`src/design/fault_restart_pkg.sv`:
```
// constants, encodings and carrier types of the restart and thermal trip sequencer
package fault_restart_pkg;
	localparam int CLK_NS = 25;
	localparam int TICK_NS = 100_000_000;
	localparam int TICK_CYCLES = TICK_NS / CLK_NS;
	localparam logic [7:0] UV_TIME_MIN = 8'h03;
	localparam logic [7:0] UV_TIME_MAX = 8'hFA;
	localparam logic [7:0] UV_TIME_RST = 8'h0A;
	localparam logic [9:0] WAIT_TIME_MIN = 10'h003;
	localparam logic [9:0] WAIT_TIME_MAX = 10'h3E8;
	localparam logic [9:0] WAIT_TIME_RST = 10'h00A;
	localparam logic [1:0] OC_LIMIT = 2'h3;
	localparam logic [1:0] OV_LIMIT = 2'h3;
	localparam logic [4:0] UV_LIMIT = 5'h10;
	localparam int LVL_MIN_PCT = 50;
	localparam int LVL_MAX_PCT = 120;
	localparam int PICKUP_PCT = 115;
	localparam logic [31:0] HEAT_TRIP_RST = 32'h0000_1770;
	localparam logic [31:0] HEAT_COOL = 32'h0000_0001;
	localparam logic [1:0] CURVE_RST = 2'h3;
	localparam logic [1:0] MODE_RST = 2'h0;
	localparam int CTRL_RESET_BIT = 2;
	// register byte offsets
	localparam logic [7:0] ADDR_CTRL = 8'h00;
	localparam logic [7:0] ADDR_UV_TIME = 8'h04;
	localparam logic [7:0] ADDR_WAIT_TIME = 8'h08;
	localparam logic [7:0] ADDR_LEVEL1 = 8'h0C;
	localparam logic [7:0] ADDR_LEVEL2 = 8'h10;
	localparam logic [7:0] ADDR_CURVE = 8'h14;
	localparam logic [7:0] ADDR_STATUS = 8'h18;
	localparam logic [7:0] ADDR_HISTORY = 8'h1C;
	localparam logic [7:0] ADDR_IRQ_STAT = 8'h20;
	localparam logic [7:0] ADDR_IRQ_CLR = 8'h24;
	localparam logic [7:0] ADDR_IRQ_EN = 8'h28;
	// fault codes logged in the history
	localparam logic [7:0] CODE_OC = 8'h01;
	localparam logic [7:0] CODE_THERMAL = 8'h05;
	localparam logic [7:0] CODE_OV = 8'h07;
	localparam logic [7:0] CODE_UV = 8'h09;
	localparam logic [7:0] CODE_PWR_FAIL = 8'h0A;
	typedef enum logic [1:0] {
		MODE_ALARM = 2'h0,
		MODE_ZERO = 2'h1,
		MODE_MATCH = 2'h2,
		MODE_MATCH_STOP = 2'h3
	} restartMode_t;
	typedef enum logic [5:0] {
		ST_RUN = 6'h01,
		ST_UVRIDE = 6'h02,
		ST_WAIT = 6'h04,
		ST_RESTART = 6'h08,
		ST_ALARM = 6'h10,
		ST_LOCK = 6'h20
	} state_t;
	typedef struct packed {
		logic overCurrent;
		logic overVoltage;
		logic underVoltage;
	} powerEvt_t;
	typedef struct packed {
		logic thermal;
		logic lockout;
		logic restart;
		logic trip;
	} irqBits_t;
	typedef struct packed {
		logic [1:0] ocCnt;
		logic [1:0] ovCnt;
		logic [4:0] uvCnt;
	} retryCnt_t;
endpackage

```
`src/design/fault_restart_thermal_trip.sv`:
```
// restart sequencer with retry lockout and inverse-time thermal overload trip
//
// Functional notes
// - over-current trip restarts automatically at most three times in restart modes
// - over-voltage trip restarts automatically at most three times in restart modes
// - under-voltage trip restarts automatically at most sixteen times in restart modes
// - retry limit used up: stop restarting, stay tripped until power cycle
// - mode 00 alarm only, 01 from 0 Hz, 02 match, 03 match then stop
// - matching restart uses motor speed estimated from residual flux
// - under-voltage tolerated 0.3 to 25 s; longer trips power failure anyway
// - wait 0.3 to 100 s after under-voltage clears before running again
// - thermal trip time falls as output current rises
// - thermal threshold in 0.01 A, 50% to 120% of drive rated current
// - thermal trip logs thermal overload code in fault history
// - any trip switches motor output off
// - curve select: 00 reduced torque, 01 constant torque
// - second motor has its own threshold and curve, used when selected
// - threshold at full load rating trips at about 115% sustained current
//
// Design decisions made here: the strobed register port and the placing of the registers.
`timescale 1ns/1ps
`default_nettype none
module fault_restart_thermal_trip #(
	parameter int TICK_CYCLES = fault_restart_pkg::TICK_CYCLES,
	parameter logic [15:0] RATED_CURRENT = 16'h012C,
	parameter logic [31:0] HEAT_TRIP = fault_restart_pkg::HEAT_TRIP_RST
) (
	input wire logic clk, // 40 MHz
	input wire logic rst, // async, high
	input wire logic [7:0] addr, // register byte address
	input wire logic [31:0] wdata, // write data
	input wire logic we, // write strobe
	input wire logic re, // read strobe
	output logic [31:0] rdata, // read data, cycle after re
	input wire fault_restart_pkg::powerEvt_t powerEvt, // trip causes from power stage
	input wire logic [15:0] motorCurrent, // output current, 0.01 A
	input wire logic [15:0] speedEstimate, // flux speed estimate, 0.1 Hz
	input wire logic motorSel, // second motor in use
	output logic motorOn, // motor output enabled
	output logic restartPulse, // one-cycle restart request
	output logic [15:0] restartFreq, // start frequency, 0.1 Hz
	output logic decelStop, // decelerate to stop after resume
	output logic alarmOut, // alarm output
	output logic lockout, // retries used up
	output logic irq // level interrupt
);
	////////////////////////////////////////////////////////////////////////
	localparam logic [15:0] LVL_LO = 16'((32'(RATED_CURRENT) * fault_restart_pkg::LVL_MIN_PCT) / 100);
	localparam logic [15:0] LVL_HI = 16'((32'(RATED_CURRENT) * fault_restart_pkg::LVL_MAX_PCT) / 100);

	fault_restart_pkg::state_t state_q, state_d;
	fault_restart_pkg::retryCnt_t cnt_q, cnt_d;
	fault_restart_pkg::irqBits_t evt, irqStat_q, irqStat_d, irqEn_q, irqEn_d;
	logic [1:0] mode_q, mode_d, curve_q, curve_d;
	logic [7:0] uvTime_q, uvTime_d, uvTimer_q, uvTimer_d;
	logic [9:0] waitTime_q, waitTime_d, waitTimer_q, waitTimer_d;
	logic [15:0] lvl1_q, lvl1_d, lvl2_q, lvl2_d;
	logic [21:0] tickCnt_q, tickCnt_d;
	logic tick_q, tick_d;
	logic [31:0] heat_q, heat_d;
	logic [7:0] hist_q [4];
	logic [7:0] hist_d [4];
	logic [7:0] newCode;
	logic logCode, faultReset, thermTrip;
	logic [15:0] activeLvl;
	logic activeCurve;
	logic [23:0] pickup;
	logic [15:0] excess;
	logic [31:0] rdata_d;
	logic motorOn_d, restartPulse_d, decelStop_d, alarmOut_d, lockout_d, irq_d;
	logic [15:0] restartFreq_d;

	function automatic logic [15:0] clamp16(input logic [15:0] v, input logic [15:0] lo, input logic [15:0] hi);
		clamp16 = (v < lo) ? lo : ((v > hi) ? hi : v);
	endfunction

	////////////////////////////////////////////////////////////////////////
	// register file and interrupts
	assign faultReset = we && (addr == fault_restart_pkg::ADDR_CTRL) && wdata[fault_restart_pkg::CTRL_RESET_BIT];

	always_comb begin
		mode_d = mode_q;
		curve_d = curve_q;
		uvTime_d = uvTime_q;
		waitTime_d = waitTime_q;
		lvl1_d = lvl1_q;
		lvl2_d = lvl2_q;
		irqEn_d = irqEn_q;
		irqStat_d = irqStat_q;
		rdata_d = 32'h0000_0000;
		if (we) begin
			if (addr == fault_restart_pkg::ADDR_CTRL) begin
				mode_d = wdata[1:0];
			end else if (addr == fault_restart_pkg::ADDR_UV_TIME) begin
				uvTime_d = 8'(clamp16(16'(wdata[7:0]), 16'(fault_restart_pkg::UV_TIME_MIN),
					16'(fault_restart_pkg::UV_TIME_MAX)));
			end else if (addr == fault_restart_pkg::ADDR_WAIT_TIME) begin
				waitTime_d = 10'(clamp16(16'(wdata[9:0]), 16'(fault_restart_pkg::WAIT_TIME_MIN),
					16'(fault_restart_pkg::WAIT_TIME_MAX)));
			end else if (addr == fault_restart_pkg::ADDR_LEVEL1) begin
				lvl1_d = clamp16(wdata[15:0], LVL_LO, LVL_HI);
			end else if (addr == fault_restart_pkg::ADDR_LEVEL2) begin
				lvl2_d = clamp16(wdata[15:0], LVL_LO, LVL_HI);
			end else if (addr == fault_restart_pkg::ADDR_CURVE) begin
				curve_d = wdata[1:0];
			end else if (addr == fault_restart_pkg::ADDR_IRQ_CLR) begin
				irqStat_d = irqStat_q & ~wdata[3:0];
			end else if (addr == fault_restart_pkg::ADDR_IRQ_EN) begin
				irqEn_d = wdata[3:0];
			end
		end
		// a new event outranks a clear in the same cycle
		irqStat_d = irqStat_d | evt;
		if (re) begin
			if (addr == fault_restart_pkg::ADDR_CTRL) begin
				rdata_d = {30'h0, mode_q};
			end else if (addr == fault_restart_pkg::ADDR_UV_TIME) begin
				rdata_d = {24'h0, uvTime_q};
			end else if (addr == fault_restart_pkg::ADDR_WAIT_TIME) begin
				rdata_d = {22'h0, waitTime_q};
			end else if (addr == fault_restart_pkg::ADDR_LEVEL1) begin
				rdata_d = {16'h0, lvl1_q};
			end else if (addr == fault_restart_pkg::ADDR_LEVEL2) begin
				rdata_d = {16'h0, lvl2_q};
			end else if (addr == fault_restart_pkg::ADDR_CURVE) begin
				rdata_d = {30'h0, curve_q};
			end else if (addr == fault_restart_pkg::ADDR_STATUS) begin
				rdata_d = {17'h0, cnt_q, state_q};
			end else if (addr == fault_restart_pkg::ADDR_HISTORY) begin
				rdata_d = {hist_q[3], hist_q[2], hist_q[1], hist_q[0]};
			end else if (addr == fault_restart_pkg::ADDR_IRQ_STAT) begin
				rdata_d = {28'h0, irqStat_q};
			end else if (addr == fault_restart_pkg::ADDR_IRQ_EN) begin
				rdata_d = {28'h0, irqEn_q};
			end
		end
	end

	always_ff @(posedge clk or posedge rst) begin
		if (rst) begin
			mode_q <= fault_restart_pkg::MODE_RST;
			curve_q <= fault_restart_pkg::CURVE_RST;
			uvTime_q <= fault_restart_pkg::UV_TIME_RST;
			waitTime_q <= fault_restart_pkg::WAIT_TIME_RST;
			lvl1_q <= RATED_CURRENT;
			lvl2_q <= RATED_CURRENT;
			irqEn_q <= '0;
			irqStat_q <= '0;
			rdata <= 32'h0000_0000;
		end else begin
			mode_q <= mode_d;
			curve_q <= curve_d;
			uvTime_q <= uvTime_d;
			waitTime_q <= waitTime_d;
			lvl1_q <= lvl1_d;
			lvl2_q <= lvl2_d;
			irqEn_q <= irqEn_d;
			irqStat_q <= irqStat_d;
			rdata <= rdata_d;
		end
	end

	////////////////////////////////////////////////////////////////////////
	// thermal model, 100 ms tick
	always_comb begin
		activeLvl = motorSel ? lvl2_q : lvl1_q;
		activeCurve = motorSel ? curve_q[1] : curve_q[0];
		pickup = 24'((32'(activeLvl) * fault_restart_pkg::PICKUP_PCT) / 100);
		excess = ({8'h00, motorCurrent} > pickup) ? 16'(24'(motorCurrent) - pickup) : 16'h0000;
		tickCnt_d = (tickCnt_q == 22'(TICK_CYCLES - 1)) ? 22'h0 : tickCnt_q + 22'h1;
		tick_d = (tickCnt_q == 22'(TICK_CYCLES - 1));
		heat_d = heat_q;
		if (faultReset && (state_q == fault_restart_pkg::ST_ALARM)) begin
			heat_d = 32'h0000_0000;
		end else if (tick_q) begin
			if (excess != 16'h0000) begin
				// heat rate rises with excess current, so trip time falls
				// reduced-torque curve heats twice as fast, weaker self-cooling
				heat_d = heat_q + (activeCurve ? 32'(excess) : {15'h0, excess, 1'b0});
			end else if (heat_q >= fault_restart_pkg::HEAT_COOL) begin
				heat_d = heat_q - fault_restart_pkg::HEAT_COOL;
			end else begin
				heat_d = 32'h0000_0000;
			end
		end
		thermTrip = (heat_q >= HEAT_TRIP);
	end

	always_ff @(posedge clk or posedge rst) begin
		if (rst) begin
			tickCnt_q <= 22'h0;
			tick_q <= 1'b0;
			heat_q <= 32'h0000_0000;
		end else begin
			tickCnt_q <= tickCnt_d;
			tick_q <= tick_d;
			heat_q <= heat_d;
		end
	end

	////////////////////////////////////////////////////////////////////////
	// restart sequencer
	always_comb begin
		state_d = state_q;
		cnt_d = cnt_q;
		uvTimer_d = uvTimer_q;
		waitTimer_d = waitTimer_q;
		newCode = 8'h00;
		logCode = 1'b0;
		evt = '0;
		restartPulse_d = 1'b0;
		restartFreq_d = restartFreq;
		decelStop_d = decelStop;
		case (state_q)
			fault_restart_pkg::ST_RUN: begin
				if (thermTrip) begin
					// thermal trip logged, no automatic restart
					newCode = fault_restart_pkg::CODE_THERMAL;
					logCode = 1'b1;
					evt.thermal = 1'b1;
					state_d = fault_restart_pkg::ST_ALARM;
				end else if (powerEvt.overCurrent || powerEvt.overVoltage) begin
					logCode = 1'b1;
					newCode = powerEvt.overCurrent ? fault_restart_pkg::CODE_OC : fault_restart_pkg::CODE_OV;
					waitTimer_d = 10'h000;
					if (mode_q == fault_restart_pkg::MODE_ALARM) begin
						state_d = fault_restart_pkg::ST_ALARM;
					end else if (powerEvt.overCurrent) begin
						if (cnt_q.ocCnt < fault_restart_pkg::OC_LIMIT) begin
							cnt_d.ocCnt = cnt_q.ocCnt + 2'h1;
							state_d = fault_restart_pkg::ST_WAIT;
						end else begin
							state_d = fault_restart_pkg::ST_LOCK;
						end
					end else begin
						if (cnt_q.ovCnt < fault_restart_pkg::OV_LIMIT) begin
							cnt_d.ovCnt = cnt_q.ovCnt + 2'h1;
							state_d = fault_restart_pkg::ST_WAIT;
						end else begin
							state_d = fault_restart_pkg::ST_LOCK;
						end
					end
				end else if (powerEvt.underVoltage) begin
					uvTimer_d = 8'h00;
					state_d = fault_restart_pkg::ST_UVRIDE;
				end
			end
			fault_restart_pkg::ST_UVRIDE: begin
				if (!powerEvt.underVoltage) begin
					waitTimer_d = 10'h000;
					logCode = 1'b1;
					newCode = fault_restart_pkg::CODE_UV;
					if (mode_q == fault_restart_pkg::MODE_ALARM) begin
						state_d = fault_restart_pkg::ST_ALARM;
					end else if (cnt_q.uvCnt < fault_restart_pkg::UV_LIMIT) begin
						// count the attempt on its own counter
						cnt_d.uvCnt = cnt_q.uvCnt + 5'h01;
						state_d = fault_restart_pkg::ST_WAIT;
					end else begin
						state_d = fault_restart_pkg::ST_LOCK;
					end
				end else if (tick_q) begin
					uvTimer_d = uvTimer_q + 8'h01;
					// too long: power failure trip whatever the mode
					if (uvTimer_d >= uvTime_q) begin
						logCode = 1'b1;
						newCode = fault_restart_pkg::CODE_PWR_FAIL;
						state_d = fault_restart_pkg::ST_ALARM;
					end
				end
			end
			fault_restart_pkg::ST_WAIT: begin
				if (powerEvt.underVoltage) begin
					uvTimer_d = 8'h00;
					state_d = fault_restart_pkg::ST_UVRIDE;
				end else if (tick_q) begin
					waitTimer_d = waitTimer_q + 10'h001;
					if (waitTimer_d >= waitTime_q) begin
						state_d = fault_restart_pkg::ST_RESTART;
					end
				end
			end
			fault_restart_pkg::ST_RESTART: begin
				restartPulse_d = 1'b1;
				evt.restart = 1'b1;
				// start frequency and stop behaviour per mode
				// matching modes restart at the estimated speed
				restartFreq_d = (mode_q == fault_restart_pkg::MODE_ZERO) ? 16'h0000 : speedEstimate;
				decelStop_d = (mode_q == fault_restart_pkg::MODE_MATCH_STOP);
				state_d = fault_restart_pkg::ST_RUN;
			end
			fault_restart_pkg::ST_ALARM: begin
				if (faultReset) begin
					state_d = fault_restart_pkg::ST_RUN;
				end
			end
			default: begin
				// only a power cycle leaves lockout
				state_d = fault_restart_pkg::ST_LOCK;
			end
		endcase
		if (logCode) begin
			evt.trip = 1'b1;
		end
		if ((state_d == fault_restart_pkg::ST_LOCK) && (state_q != fault_restart_pkg::ST_LOCK)) begin
			evt.lockout = 1'b1;
		end
		hist_d[0] = logCode ? newCode : hist_q[0];
		for (int i = 1; i < 4; i++) begin
			hist_d[i] = logCode ? hist_q[i - 1] : hist_q[i];
		end
		// output off in every tripped state
		motorOn_d = (state_d == fault_restart_pkg::ST_RUN) || (state_d == fault_restart_pkg::ST_RESTART);
		alarmOut_d = (state_d == fault_restart_pkg::ST_ALARM) || (state_d == fault_restart_pkg::ST_LOCK);
		lockout_d = (state_d == fault_restart_pkg::ST_LOCK);
		irq_d = |(irqStat_d & irqEn_d);
	end

	always_ff @(posedge clk or posedge rst) begin
		if (rst) begin
			state_q <= fault_restart_pkg::ST_RUN;
			cnt_q <= '0;
			uvTimer_q <= 8'h00;
			waitTimer_q <= 10'h000;
			for (int i = 0; i < 4; i++) begin
				hist_q[i] <= 8'h00;
			end
			motorOn <= 1'b0;
			restartPulse <= 1'b0;
			restartFreq <= 16'h0000;
			decelStop <= 1'b0;
			alarmOut <= 1'b0;
			lockout <= 1'b0;
			irq <= 1'b0;
		end else begin
			state_q <= state_d;
			cnt_q <= cnt_d;
			uvTimer_q <= uvTimer_d;
			waitTimer_q <= waitTimer_d;
			hist_q <= hist_d;
			motorOn <= motorOn_d;
			restartPulse <= restartPulse_d;
			restartFreq <= restartFreq_d;
			decelStop <= decelStop_d;
			alarmOut <= alarmOut_d;
			lockout <= lockout_d;
			irq <= irq_d;
		end
	end
endmodule
`default_nettype wire

```
`config.mk`:
```
export PLATFORM = sky130hd
export DESIGN_NAME = fault_restart_thermal_trip
export DESIGN_NICKNAME = d
export VERILOG_FILES = /design/src/design/fault_restart_pkg.sv /design/src/design/fault_restart_thermal_trip.sv
export SDC_FILE = /design/constraint.sdc
export NUM_CORES = 1
export LEC_CHECK = 0
export ABC_AREA = 1
export BUFFER_PORTS_ARGS = -buffer_cell sky130_fd_sc_hd__buf_2
export CAP_MARGIN = 40
export CELL_PAD_IN_SITES_DETAIL_PLACEMENT = 0
export CELL_PAD_IN_SITES_GLOBAL_PLACEMENT = 1
export CORE_MARGIN = 8
export CORE_UTILIZATION = 45
export DETAILED_ROUTE_END_ITERATION = 10
export GPL_TIMING_DRIVEN = 1
export PLACE_DENSITY = 0.88
export SYNTH_ARGS = -nofsm -noshare
export SYNTH_HDL_FRONTEND = slang
export SYNTH_SLANG_ARGS = --single-unit
```
`constraint.sdc`:
```
create_clock -name clk -period 21.9 [get_ports clk]
set_input_delay 5.475 -clock clk [delete_from_list [all_inputs] [get_ports clk]]
set_output_delay 5.475 -clock clk [all_outputs]
set_load 0.02 [all_outputs]
```
[Word-level counts from Yosys, hierarchy flattened]
Cells that the tools add are included.
Storage, ports and cells
  memory bits (writable): 0
  bits in registers: 236
  memories kept: 0
  bits of input ports: 80
  ROM bits: 0
  bits in latches: 0
Cells by class
  reductions and logical operators: 24
  bitwise operators: 13
  divide/modulo/power cells: 1
  mux-type cells: 91
  equality and inequality tests: 31
  shift operators: 0
  order comparisons: 14
  add/subtract/negate cells: 9
  multiply operators: 1
Operators with widths (count)
  $mux W32: 13
  $mux W6: 16
  $mux W4: 22
  $mux W16: 5
  $mux W10: 7
  $mux W8: 7
  $add A32 B17 Y32: 1
  $div A23 B7 Y32 const B: 1
  $eq A8 B5 Y1 const B: 4
  $ge A32 B1 Y1 const B: 1
  $ge A32 B13 Y1 const B: 1
  $sub A32 B1 Y32 const B: 1
  $pmux W10 S3: 1
  $pmux W6 S5: 1
  $eq A8 B6 Y1 const B: 3
  $gt A16 B24 Y1: 1
  $pmux W8 S3: 1
  $reduce_and A6 Y1: 4
  $mul A16 B7 Y23 const B: 1
  $add A22 B1 Y22 const B: 1
  $eq A22 B22 Y1 const B: 1
  $mux W22: 1
  $mux W17: 1
  $eq A8 B4 Y1 const B: 2
  47 further kinds: 87

[Logic depth before layout (Yosys ltp)]
  word-level depth: 13
  mapped depth: 157
  mapped depth without buffers: 156

[Worst setup path before layout]
Ideal clock, no wire load.
  kind: input port to flip-flop
  start: input motorSel
  end: register heat_q[31]
  required time: 21.768 ns
  path buffers: 3
  arrival time: 21.194 ns
  path slack: 0.574 ns
  stages on the path: 129
  path through: clkbuf_1 clkbuf_1 o21ai_0 fa_1 fa_1 inv_1 ha_1 inv_1 fa_1 inv_1 ha_1 a21oi_1 and2_1 nand2_1 nand2_1 nand3_1 nand2_1 nand2_1 (+93 left out) a21oi_1 o21bai_1 a21oi_1 or2_2 nand2_1 a21oi_1 o21ai_0 nand3_1 nand2_1 nand4_1 nor3_1 inv_1 or4_1 nor2_1 xor2_1 nand2_1 nand3_1 o21ai_0
On the way
  longest elaborated chain between the ends: 10
  elaborated cells on any way between the ends: 13
  classes of those cells: add/sub (2); mul (1); div (1); order compare (1); mux (7); reduce/logical (1)
RTL lines
  start: declaration: line fault_restart_thermal_trip.sv:38  | input wire logic motorSel,
  $mux W16: line fault_restart_thermal_trip.sv:166  | activeLvl = motorSel ? lvl2_q : lvl1_q;
  $mul A16 B7 Y23: line fault_restart_thermal_trip.sv:168  | pickup = 24'((32'(activeLvl) * fault_restart_pkg::PICKUP_PCT) / 100);
  $div A23 B7 Y32: line fault_restart_thermal_trip.sv:168
  $gt A16 B24 Y1 / $sub A16 B16 Y16 (equally long branches): line fault_restart_thermal_trip.sv:169  | excess = ({8'h00, motorCurrent} > pickup) ? 16'(24'(motorCurrent) - pickup) : 16'h0000;
  $mux W16: line fault_restart_thermal_trip.sv:169
  $mux W17: line fault_restart_thermal_trip.sv:179  | heat_d = heat_q + (activeCurve ? 32'(excess) : {15'h0, excess, 1'b0});
  $add A32 B17 Y32: line fault_restart_thermal_trip.sv:179
  $mux W32 *: line fault_restart_thermal_trip.sv:176  | if (excess != 16'h0000) begin
  $mux W32 *: line fault_restart_thermal_trip.sv:175  | end else if (tick_q) begin
  $mux W32 *: line fault_restart_thermal_trip.sv:173  | if (faultReset && (state_q == fault_restart_pkg::ST_ALARM)) begin
  end signal: assignment: line fault_restart_thermal_trip.sv:197  | heat_q <= heat_d;
  end: declaration: line fault_restart_thermal_trip.sv:60  | logic [31:0] heat_q, heat_d;
Mark *: on every way between the ends. The rest lies on a longest branch, timed or not. The select of a mux whose other input is x is not followed.
A chain may end at the register's enable or synchronous reset.

[Worst setup path after layout]
Same ends and word-level chain as after synthesis.

==> impl_metrics.json <==
{
  "dp.cells": 3526,
  "r2r_slack_ns": 4.89,
  "path_buf_inv": 24,
  "synth_top_area_share_pct": 26.5,
  "ys_ff_latch": 212,
  "crit_fanout": 7,
  "placementRows": 74,
  "die_area_sq_mm": 0.0481,
  "slowest_stage": "or4_4",
  "max-cap-violations": 0,
  "first_iter_violations": 1228,
  "critPathRequiredTime_ns": 22.30,
  "layout.cells.non_filler": 3616,
  "rsz0062_at_grt": "yes",
  "hold_viol_final": 0,
  "cp_top_family": "simple AND/OR/NAND/NOR gates",
  "grt.overflow.total": 0,
  "avgSynthCellArea_sq_um": 6.97,
  "max_stage_delay_ns": 0.53,
  "cts_made_buffers": 22,
  "grt_util_all_layers_pct": 21.6,
  "ys_types": 65,
  "arrival_ns": 22.00,
  "final_util_pct": 59.6,
  "whs_ns": 0.479,
  "use_met1_pct": 28.8,
  "finalNetCount": 3308,
  "crit_path_start_kind": "input pin",
  "slew_viol_final": 0,
  "max_slew_margin_pct": 40.1,
  "ys_warn_count": 0,
  "routed_via_density": 5.25,
  "max_clock_freq_ghz": 0.0463,
  "hold_path_class": "reg2reg",
  "period_minus_slack_ns": 21.59,
  "routed_wl_mm": 55.3,
  "clock_latency_ns": 0.52,
  "finalSetupViolations": 0,
  "fin_crit_sh_pct": 98.6,
  "synth.most_common_cell": "nand2_1",
  "yosys.area.top_type": "dfrtp_1",
  "grt_pass1_vias": 18300,
  "postRouteAntennaNets": 0,
  "cts_buffer_depth": 3,
  "dr.pass1.iters": 6,
  "synthTopCellsByCount": "nand2_1 (595), inv_1 (491), nor2_1 (206)",
  "clock-root-buffer": "clkbuf_16",
  "cpMostUsedCell": "nand2_2",
  "cts_tree": "built",
  "dp_slack_ns": -0.918,
  "syn_inst": 2669,
  "clkSinkCount": 212,
  "grt_max_degree": 120,
  "pin_count": 134,
  "grt_use_met2_pct": 37.0,
  "endpoint_kind": "register",
  "wl_per_cell_um": 15.3,
  "htreeDepth": 1,
  "synth-main-ff-cell": "dfrtp_1",
  "setup_slack_ns": 0.310,
  "port_buffers": 109,
  "core_area_sq_mm": 0.0408,
  "grt_use_met3_pct": 2.60,
  "grt_busiest_layer": "met2",
  "place.gp.congestion": 0.886,
  "synth_seq_area_share_pct": 28.6,
  "async_flop_share_pct": 100,
  "finClkSkew_ns": 0.0143,
  "grt_pass1_wl_mm": 87.5,
  "drive_gt1_share_pct": 28.1,
  "yosys-top-cells-area": "dfrtp_1 (27%), nand2_1 (12%), inv_1 (9.9%), ha_1 (8.1%), o21ai_0 (4.8%)",
  "clk_pin_slew_worst_paths_ns": 0.07,
  "vias": 19000,
  "path_class": "in2reg",
  "worstMarginPinSlew_ns": 0.890,
  "die_height_um": 219,
  "antenna_found_initial": 0,
  "synth_edf_count": 0,
  "die_x_um": 219,
  "syn_area_sq_mm": 0.0186,
  "syn2layout_area_growth_pct": 30.9,
  "antenna_cells": 0,
  "outcome": "complete, no violations",
  "drc_errors": 0,
  "start_util_pct": 45.5,
  "dp_hpwl_mm": 41.4
}
[flip-flops by register name, indices dropped and copies added (netlist names), 4 cells and up]
register     flops
heat_q          32
waitTime_q      10
cnt_q            9
uvTime_q         8
hist_q          16
rdata           24
lvl2_q          16
irqEn_q          4
state_q          6
lvl1_q          16
irqStat_q        4
waitTimer_q     10
restartFreq     16
uvTimer_q        8
tickCnt_q       22
[cells by family after synthesis]
kind of cell / Yosys count / share of synthesized area [%]
muxes: 6 / 0.336
buffers and inverters: 566 / 11.6
other: 1 / 0.0202
AOI/OAI and AO/OA: 459 / 14.6
adders and majority gates: 160 / 12.3
xor gates and xnor gates: 73 / 3.44
and+or+nand+nor: 1192 / 29.0
DFF: 212 / 28.6
[path summary, 6_finish.rpt]
path	from	to	depth (start not counted)
min reg2reg	restartFreq[2]	restartFreq[2]	2
min in group asynchronous	rst	state_q[1]	2
max in group asynchronous	rst	waitTime_q[1]	5
max	motorSel	heat_q[31]	139
max reg2reg	lvl2_q[5]	heat_q[31]	138
min	restartFreq[2]	restartFreq[2]	2
[per-layer routing]
layer / part of all wire (%) / wire [um] / up-vias
li1: - / - / 9421
met1: 44 / 24400 / 8942
met2: 48 / 26700 / 529
met3: 5.6 / 3120 / 79
met4: 1.8 / 997 / 0
met5: 0 / 0 / -
[layout by cell type, fill, tap and decap left out, types with 11 or more instances in the layout]
master       n
nand2_1    483
inv_1      464
buf_4      288
dfrtp_1    197
nor2_1     184
o21ai_0    146
nand3_1    144
nand2_2    112
buf_2      109
ha_1       105
a21oi_1     99
xor2_1      61
nand2_4     60
inv_2       45
nor3_1      41
nand4_1     41
fa_1        37
o21ai_1     25
clkbuf_16   25
nand3_2     21
nor2_4      20
o21ai_2     20
o22ai_1     18
nor2_2      17
o32ai_1     15
ha_4        15
dfstp_2     15
or2_2       14
a31oi_1     14
o21a_1      14
nor4_1      12
o211ai_1    12
a21oi_2     12
xnor2_1     11
a221oi_1    11
[layout make-up]
cell class | count | area, sq um
Clock inverter | 8 | 145
Multi-Input combinational cell | 1898 | 12600
Clock buffer | 32 | 649
Inverter | 519 | 1970
Tap cell | 532 | 666
Sequential cell | 212 | 5320
Timing Repair Buffer | 415 | 3000
Fill cell | 3634 | 16500
[worst reg2reg max path: cells and delay by family, from the launching register on]
family | cells | cell delay (ns)
buf+inv | 22 | 1.94
simple gates | 89 | 8.97
flops | 1 | 0.53
xor+xnor | 1 | 0.14
compound gates | 18 | 2.19
fa+ha+maj | 8 | 3.09
[what timing repair did]
| item | in CTS | in global routing |
|---|---|---|
| pin swaps | 5 | 196 |
| resized for setup | 12 | 398 |
| hold buffers | 0 | 0 |
| cloned | 0 | 3 |
| setup endpoints to repair | 9 | 24 |
| buffers inserted | 2 | 50 |
[per-stage QoR]
step / setup TNS (ns) / instance area, sq um
finish: 0 / 24300
global route: -5.38 / 24300
CTS: 0 / 22500
detailed placement: -7.72 / 21600
global placement: -3.10 / 21500
floorplan: 0 / 18600
Power is left out: the tool's default activity adds up to more than one toggle a clock period on the data nets, which glitch-free logic cannot reach.
